==> config.mk <==
export PLATFORM = sky130hd
export DESIGN_NAME = pedc_event_disable
export DESIGN_NICKNAME = d
export VERILOG_FILES = /design/src/design/pedc_pkg.sv /design/src/design/pedc_event_disable.sv
export VERILOG_INCLUDE_DIRS = /design/src /design/src/design
export SDC_FILE = /design/constraint.sdc
export NUM_CORES = 1
export LEC_CHECK = 0
export BUFFER_PORTS_ARGS = -buffer_cell sky130_fd_sc_hd__buf_2
export CELL_PAD_IN_SITES_DETAIL_PLACEMENT = 1
export CELL_PAD_IN_SITES_GLOBAL_PLACEMENT = 1
export CORE_MARGIN = 10
export CORE_UTILIZATION = 25
export DETAILED_ROUTE_END_ITERATION = 16
export GPL_TIMING_DRIVEN = 0
export HOLD_SLACK_MARGIN = 0.02
export PLACE_DENSITY = 0.73
export SLEW_MARGIN = 10
export SYNTH_ARGS = -nofsm -noshare
export SYNTH_HDL_FRONTEND = slang
export SYNTH_SLANG_ARGS = --single-unit
export TNS_END_PERCENT = 5
==> constraint.sdc <==
create_clock -name hclk -period 2.2 [get_ports hclk]
set_input_delay 0.11 -clock hclk [delete_from_list [all_inputs] [get_ports hclk]]
set_output_delay 0.11 -clock hclk [all_outputs]
set_load 0.005 [all_outputs]
==> src/design/pedc_consts.svh <==
// constants for the pwm event disable control block
`ifndef PEDC_CONSTS_SVH
`define PEDC_CONSTS_SVH
`define PEDC_OFF_CTRL 12'h000
`define PEDC_OFF_STAT 12'h004
`define PEDC_OFF_MASK 12'h008
`define PEDC_OFF_DIS 12'h00C
`define PEDC_ADDR_W 12
`define PEDC_TRIG_LSB 8
`define PEDC_TRIG_MSB 13
`define PEDC_IRQ_OFF_BIT 7
`define PEDC_ST_TRIG 0
`define PEDC_ST_RAW 1
`define PEDC_ST_SUPP 2
`define PEDC_ST_W 3
`define PEDC_SRC_N 6
`define PEDC_CNT_W_MIN 2
`define PEDC_CNT_W_MAX 32
`define PEDC_RST_DIS 6'h00
`define PEDC_RST_WORD 32'h0000_0000
`define PEDC_HTRANS_NONSEQ 2'h2
`define PEDC_HTRANS_SEQ 2'h3
`endif

==> src/design/pedc_pkg.sv <==
// types for the pwm event disable control block
package pedc_pkg;
	// one bit per trigger source, msb first as in the control word
	typedef struct packed {
		logic cmpb_down;
		logic cmpb_up;
		logic cmpa_down;
		logic cmpa_up;
		logic load;
		logic zero;
	} pedc_src_t;

	typedef enum logic [1:0] {
		PEDC_REG_CTRL = 2'h0,
		PEDC_REG_STAT = 2'h1,
		PEDC_REG_MASK = 2'h2,
		PEDC_REG_DIS = 2'h3
	} pedc_reg_t;

	typedef struct packed {
		logic valid;
		logic write;
		logic mapped;
		pedc_reg_t sel;
	} pedc_acc_t;
endpackage

==> src/design/pedc_event_disable.sv <==
// pwm trigger and raw interrupt disable controls with ahb-lite registers
//
// The address map and the AHB-Lite slave port were left to the implementer.
`timescale 1ns/1ps
`default_nettype none
`include "pedc_consts.svh"

module pedc_event_disable #(
	parameter int CNT_W = 16
) (
	input wire logic hclk,
	input wire logic hresetn,
	input wire logic hsel,
	input wire logic [31:0] haddr,
	input wire logic [1:0] htrans,
	input wire logic hwrite,
	input wire logic [2:0] hsize,
	input wire logic [31:0] hwdata,
	input wire logic hready,
	output logic hreadyout,
	output logic hresp,
	output logic [31:0] hrdata,
	input wire logic [CNT_W-1:0] cnt_value,
	input wire logic cnt_down,
	input wire logic [CNT_W-1:0] compare_value_a,
	input wire logic [CNT_W-1:0] compare_value_b,
	input wire logic [CNT_W-1:0] compare_value_c,
	input wire logic [CNT_W-1:0] counter_load_value,
	output logic adc_trig,
	output logic raw_irq_cmpc_down,
	output logic irq
);

	// refuse counter widths the compares cannot serve
	generate
		if (CNT_W < `PEDC_CNT_W_MIN || CNT_W > `PEDC_CNT_W_MAX)
		begin : g_bad_cnt_w
			$error("CNT_W out of range");
		end
	endgenerate

	function automatic pedc_pkg::pedc_reg_t decode_reg(
		input logic [`PEDC_ADDR_W-1:0] a);
		if (a == `PEDC_OFF_CTRL)
			decode_reg = pedc_pkg::PEDC_REG_CTRL;
		else if (a == `PEDC_OFF_STAT)
			decode_reg = pedc_pkg::PEDC_REG_STAT;
		else if (a == `PEDC_OFF_MASK)
			decode_reg = pedc_pkg::PEDC_REG_MASK;
		else
			decode_reg = pedc_pkg::PEDC_REG_DIS;
	endfunction

	function automatic logic is_mapped(input logic [31:0] a);
		logic [`PEDC_ADDR_W-1:0] lo;
		lo = a[`PEDC_ADDR_W-1:0];
		is_mapped = (a[31:`PEDC_ADDR_W] == '0) &&
			(lo == `PEDC_OFF_CTRL || lo == `PEDC_OFF_STAT ||
			lo == `PEDC_OFF_MASK || lo == `PEDC_OFF_DIS);
	endfunction

	pedc_pkg::pedc_src_t trig_off;
	logic irq_off_cmpc_down;
	logic [`PEDC_ST_W-1:0] status;
	logic [`PEDC_ST_W-1:0] mask;
	pedc_pkg::pedc_acc_t dphase;
	pedc_pkg::pedc_acc_t aphase;
	pedc_pkg::pedc_src_t match_now;
	pedc_pkg::pedc_src_t match_q;
	pedc_pkg::pedc_src_t match_rise;
	logic cmpc_now;
	logic cmpc_q;
	logic cmpc_rise;
	logic [`PEDC_SRC_N-1:0] src_fire;
	logic [`PEDC_SRC_N-1:0] src_supp;
	logic [`PEDC_ST_W-1:0] st_set;
	logic next_trig;
	logic next_raw;
	logic ctrl_wr;
	logic stat_rd;

	// zero-wait slave, always OKAY
	assign hreadyout = 1'b1;
	assign hresp = 1'b0;

	always_comb
	begin
		aphase.valid = hsel && hready && htrans[1];
		aphase.write = hwrite;
		aphase.mapped = is_mapped(haddr);
		aphase.sel = decode_reg(haddr[`PEDC_ADDR_W-1:0]);
	end

	always_ff @(posedge hclk or negedge hresetn)
	begin
		if (!hresetn)
			dphase <= '0;
		else
			dphase <= aphase;
	end

	assign ctrl_wr = dphase.valid && dphase.write && dphase.mapped &&
		dphase.sel == pedc_pkg::PEDC_REG_CTRL;
	assign stat_rd = aphase.valid && !aphase.write && aphase.mapped &&
		aphase.sel == pedc_pkg::PEDC_REG_STAT;

	// disables are set-only; zero bits leave them alone
	always_ff @(posedge hclk or negedge hresetn)
	begin
		if (!hresetn)
		begin
			trig_off <= `PEDC_RST_DIS;
			irq_off_cmpc_down <= 1'b0;
		end
		else if (ctrl_wr)
		begin
			trig_off <= trig_off |
				hwdata[`PEDC_TRIG_MSB:`PEDC_TRIG_LSB];
			irq_off_cmpc_down <= irq_off_cmpc_down |
				hwdata[`PEDC_IRQ_OFF_BIT];
		end
	end

	always_ff @(posedge hclk or negedge hresetn)
	begin
		if (!hresetn)
			mask <= '0;
		else if (dphase.valid && dphase.write && dphase.mapped &&
			dphase.sel == pedc_pkg::PEDC_REG_MASK)
			mask <= hwdata[`PEDC_ST_W-1:0];
	end

	// read data captured at the address phase edge
	always_ff @(posedge hclk or negedge hresetn)
	begin
		if (!hresetn)
			hrdata <= `PEDC_RST_WORD;
		else if (aphase.valid && !aphase.write && aphase.mapped)
		begin
			hrdata <= `PEDC_RST_WORD;
			case (aphase.sel)
				pedc_pkg::PEDC_REG_STAT:
					hrdata[`PEDC_ST_W-1:0] <= status;
				pedc_pkg::PEDC_REG_MASK:
					hrdata[`PEDC_ST_W-1:0] <= mask;
				pedc_pkg::PEDC_REG_DIS:
				begin
					hrdata[`PEDC_TRIG_MSB:`PEDC_TRIG_LSB] <= trig_off;
					hrdata[`PEDC_IRQ_OFF_BIT] <= irq_off_cmpc_down;
				end
				default:
					hrdata <= `PEDC_RST_WORD;
			endcase
		end
		else
			hrdata <= `PEDC_RST_WORD;
	end

	always_comb
	begin
		match_now.cmpb_down = cnt_down && cnt_value == compare_value_b;
		match_now.cmpb_up = !cnt_down && cnt_value == compare_value_b;
		match_now.cmpa_down = cnt_down && cnt_value == compare_value_a;
		match_now.cmpa_up = !cnt_down && cnt_value == compare_value_a;
		match_now.load = cnt_value == counter_load_value;
		match_now.zero = cnt_value == '0;
		cmpc_now = cnt_down && cnt_value == compare_value_c;
	end

	// one event per entry into a match
	always_ff @(posedge hclk or negedge hresetn)
	begin
		if (!hresetn)
		begin
			match_q <= '0;
			cmpc_q <= 1'b0;
		end
		else
		begin
			match_q <= match_now;
			cmpc_q <= cmpc_now;
		end
	end

	assign match_rise = match_now & ~match_q;
	assign cmpc_rise = cmpc_now && !cmpc_q;

	// each source gated only by its own disable
	generate
		for (genvar g = 0; g < `PEDC_SRC_N; g++)
		begin : g_src
			assign src_fire[g] = match_rise[g] && !trig_off[g];
			assign src_supp[g] = match_rise[g] && trig_off[g];
		end
	endgenerate

	assign next_trig = |src_fire;
	assign next_raw = cmpc_rise && !irq_off_cmpc_down;

	always_ff @(posedge hclk or negedge hresetn)
	begin
		if (!hresetn)
		begin
			adc_trig <= 1'b0;
			raw_irq_cmpc_down <= 1'b0;
		end
		else
		begin
			adc_trig <= next_trig;
			raw_irq_cmpc_down <= next_raw;
		end
	end

	always_comb
	begin
		st_set = '0;
		st_set[`PEDC_ST_TRIG] = next_trig;
		st_set[`PEDC_ST_RAW] = next_raw;
		st_set[`PEDC_ST_SUPP] = |src_supp;
	end

	// read clears, a new event in the same cycle wins
	always_ff @(posedge hclk or negedge hresetn)
	begin
		if (!hresetn)
			status <= '0;
		else if (stat_rd)
			status <= st_set;
		else
			status <= status | st_set;
	end

	assign irq = |(status & mask);
endmodule
`default_nettype wire

==> impl_metrics.csv <==
group,metric,value,unit
worst_setup_path,worstSetupPathType,"input pin to register",
power_and_ir_drop,peakVddDrop,267,uV
timing,finalSetupTns,0,ns
timing,rsz0062_at_grt,"false",
worst_setup_path,ff2ff_setup_slack,0.90,ns
grt,grt_usage,12.2,%
power_and_ir_drop,swShare,26.3,%
logic_synthesis,yosysTopAreaCell,"dfrtp_1",
floorplan,die_w,120,um
logic_synthesis,seq_area_frac_synth,37.2,%
floorplan,num_io_pins,192,
grt,grt_pass1_vias,2840,
timing,fin_crit,1.40,ns
layout,area_growth_syn_to_layout,39.9,%
power_and_ir_drop,clkPwrFrac,31.4,%
grt,grt_pass1_wl,14300,um
logic_synthesis,synthesis.area,0.00249,mm^2
cts,cts-buffers-inserted,5,
placement,placement.io_buffers,125,
grt,grt.met1_usage,12.6,%
power_and_ir_drop,p_int,1120,uW
grt,grt_use_met2,21.7,%
grt,antenna_found_initial,0,
floorplan,core,0.00973,mm^2
cts,path_clk_slew,0.07,ns
logic_synthesis,synth_edf_count,0,
cts,h-tree-depth,2,
power_and_ir_drop,p_leak,0.00179,uW
worst_setup_path,arrival,1.60,ns
logic_synthesis,synth_cell_types,38,
route,vias,2339,
power_and_ir_drop,p_switching,401,uW
route,ant_nets,0,
timing,fin_skew,0.00649,ns
hold_path,hp-class,"input pin to register",
cts,clockRootBuffer,"clkbuf_8",
layout,num-nets-final,571,
grt,grt-busiest-layer,"met2",
route,remaining_drc_errors,0,
cts,clock_path_buffers,2,
placement,placedCellCount,539,
layout,diodes,0,
timing,fmax,715,MHz
placement,gp_congestion,0.779,
worst_setup_path,start_kind,"input pin",
route,drt_wl_total,9010,um
logic_synthesis,synth_top_area_share,37.2,%
floorplan,rows,36,
worst_setup_path,cp-end-kind,"register",
placement,dpl_cell_area,0.00337,mm^2
worst_setup_path,worstSetupEndpoint,"status[0]",
floorplan,dieArea,0.0144,mm^2
grt,grt.overflow.total,0,
power_and_ir_drop,seqPwrFrac,45.1,%
floorplan,fp.dieH,120,um
logic_synthesis,yosysWarnings,0,
route,vias_per_cell,4.26,
floorplan,initial_utilization,25.6,%
layout,drive_above_1_share,42.8,%
worst_setup_path,crit_required,2.40,ns
timing,slew_violations,0,
timing,worst_pin_slew,0.797,ns
logic_synthesis,postSynthCellCount,259,
worst_setup_path,crit_path_start,"cnt_value[14]",
logic_synthesis,syn_area_per_cell,9.62,um^2
grt,grt.met3_usage,6.70,%
layout,final_area,0.00349,mm^2
placement,place_hpwl,8050,um
route,drtIter0Drc,65,
route,wl_per_cell,16.4,um
logic_synthesis,async_flop_share,100,%
cts,cts_tree,"built",
grt,grt_max_degree,38,
layout,fin_cells,549,
timing,final.period_utilization,63.6,%
logic_synthesis,synthTopCellsByCount,"dfrtp_1 (37), xnor2_1 (37), xor2_1 (27), buf_4 (24), nor4_1 (16)",
worst_setup_path,r2r-end,"mask[1]",
worst_setup_path,critPathMaxFanout,5,
timing,relSlewSlack,46.8,%
worst_setup_path,reg2reg_depth,3,
cts,insertion_delay,0.29,ns
logic_synthesis,ys_ff_latch,37,
cts,cts_setup_buffers,0,
logic_synthesis,synth_ff_type,"dfrtp_1",
logic_synthesis,yosys-top-cells-area,"dfrtp_1 (37%), xnor2_1 (13%), xor2_1 (9.5%)",
timing,setup_viol,0,
timing,finalHoldViolCount,0,
route,dr.pass1.iters,6,
run,max_cap_viol_count,0,
power_and_ir_drop,p_per_area,437,mW/mm^2
worst_setup_path,reg2reg_from,"dphase[0]",
outcome,status,"complete, no violations",
power_and_ir_drop,comb_power_share,23.4,%
cts,cts_sinks,37,
[power groups by stage]
stage                     clock (uW)  sequential [uW]  combinational (uW)
after global placement             0              700                 347
after detailed placement           0              700                 356
after CTS                        493              687                 361
after global routing             523              688                 400
after floorplan                    0              699                 192
final                            479              687                 357
[critical path: stages]
cell and delay, ns:
clkbuf_1 0.32, xnor2_1 0.17, nand4_1 0.14, nor4_2 0.50, o21ai_0 0.22, o2111ai_1 0.12
[metrics by stage]
stage	total power [uW]	setup WS, ns	hold slack [ns]	utilization [%]
floorplan	891	0.940	-0.186	-
global placement	1050	0.471	0.230	34.6
detailed placement	1060	0.438	0.238	34.6
CTS	1540	0.757	0.0218	35.8
global route	1610	0.626	0.0211	35.8
finish	1520	0.801	0.0258	35.8
[registers in the layout (all words and copies together) (netlist names), 3 cells and up]
signal	flops
mask	3
hrdata	10
match_q	6
dphase	5
trig_off	6
status	3
[cell families after synthesis]
kind of cell | count (synthesis) | synth area share (%)
flip-flops | 37 | 37.2
other | 2 | 0.301
AND/OR/NAND/NOR | 84 | 21.2
XOR/XNOR | 64 | 22.5
multiplexers | 3 | 1.36
AO/OA/AOI/OAI | 19 | 5.93
buffers and inverters | 50 | 11.6
[cells in the final DEF, fill, tap and decap left out, types with 2 or more instances in the layout]
cell | netlist | final
mux2_2 | 3 | 3
xor2_1 | 27 | 27
xnor2_1 | 37 | 37
clkbuf_8 | 0 | 6
nand4_1 | 11 | 11
nand2_1 | 11 | 11
nor2_1 | 11 | 11
and2_1 | 10 | 10
inv_1 | 9 | 9
nor4_1 | 16 | 16
nor4_2 | 4 | 4
dfrtp_1 | 37 | 37
o32ai_1 | 2 | 2
dlygate4sd3_1 | 0 | 3
clkbuf_1 | 9 | 9
conb_1 | 2 | 24
buf_2 | 8 | 133
nand3_1 | 3 | 3
a22oi_1 | 4 | 4
a21o_1 | 6 | 6
nor3_1 | 3 | 3
buf_4 | 24 | 24
nor2b_1 | 3 | 3
or2_2 | 3 | 3
[how the worst min path moves through the flow]
stage / from / cells after the start / end / slack (ns)
2_1_floorplan: hresetn / 0 / adc_trig / -0.19
5_1_grt: hwdata[9] / 2 / trig_off[1] / 0.02
6_report: hwdata[10] / 3 / trig_off[2] / 0.03
3_5_place_dp: hwrite / 1 / dphase[3] / 0.24
3_3_place_gp: hresetn / 1 / hrdata[8] / 0.23
4_1_cts: hwdata[10] / 3 / trig_off[2] / 0.02
[layer usage]
| layer | wire length, um | vias to the layer above | share of wire, % |
|---|---|---|---|
| met5 | 0 | - | 0 |
| met4 | 53 | 0 | 0.59 |
| met3 | 1090 | 7 | 12 |
| met2 | 4460 | 118 | 50 |
| met1 | 3400 | 1077 | 38 |
| li1 | - | 1137 | - |
[cell type report]
cell class	count	area (um^2)
Buffer	41	254
Timing Repair Buffer	128	656
Fill cell	1209	6240
Clock inverter	1	7.51
Tap cell	133	166
Clock buffer	6	82.6
Sequential cell	37	926
Multi-Input combinational cell	194	1360
Inverter	9	33.8
[what timing repair did]
item	4_1_cts	5_1_grt
endpoints found under the hold margin	39	0
resized for setup	0	0
hold buffers	3	0
(Power assumes the default switching activity.)
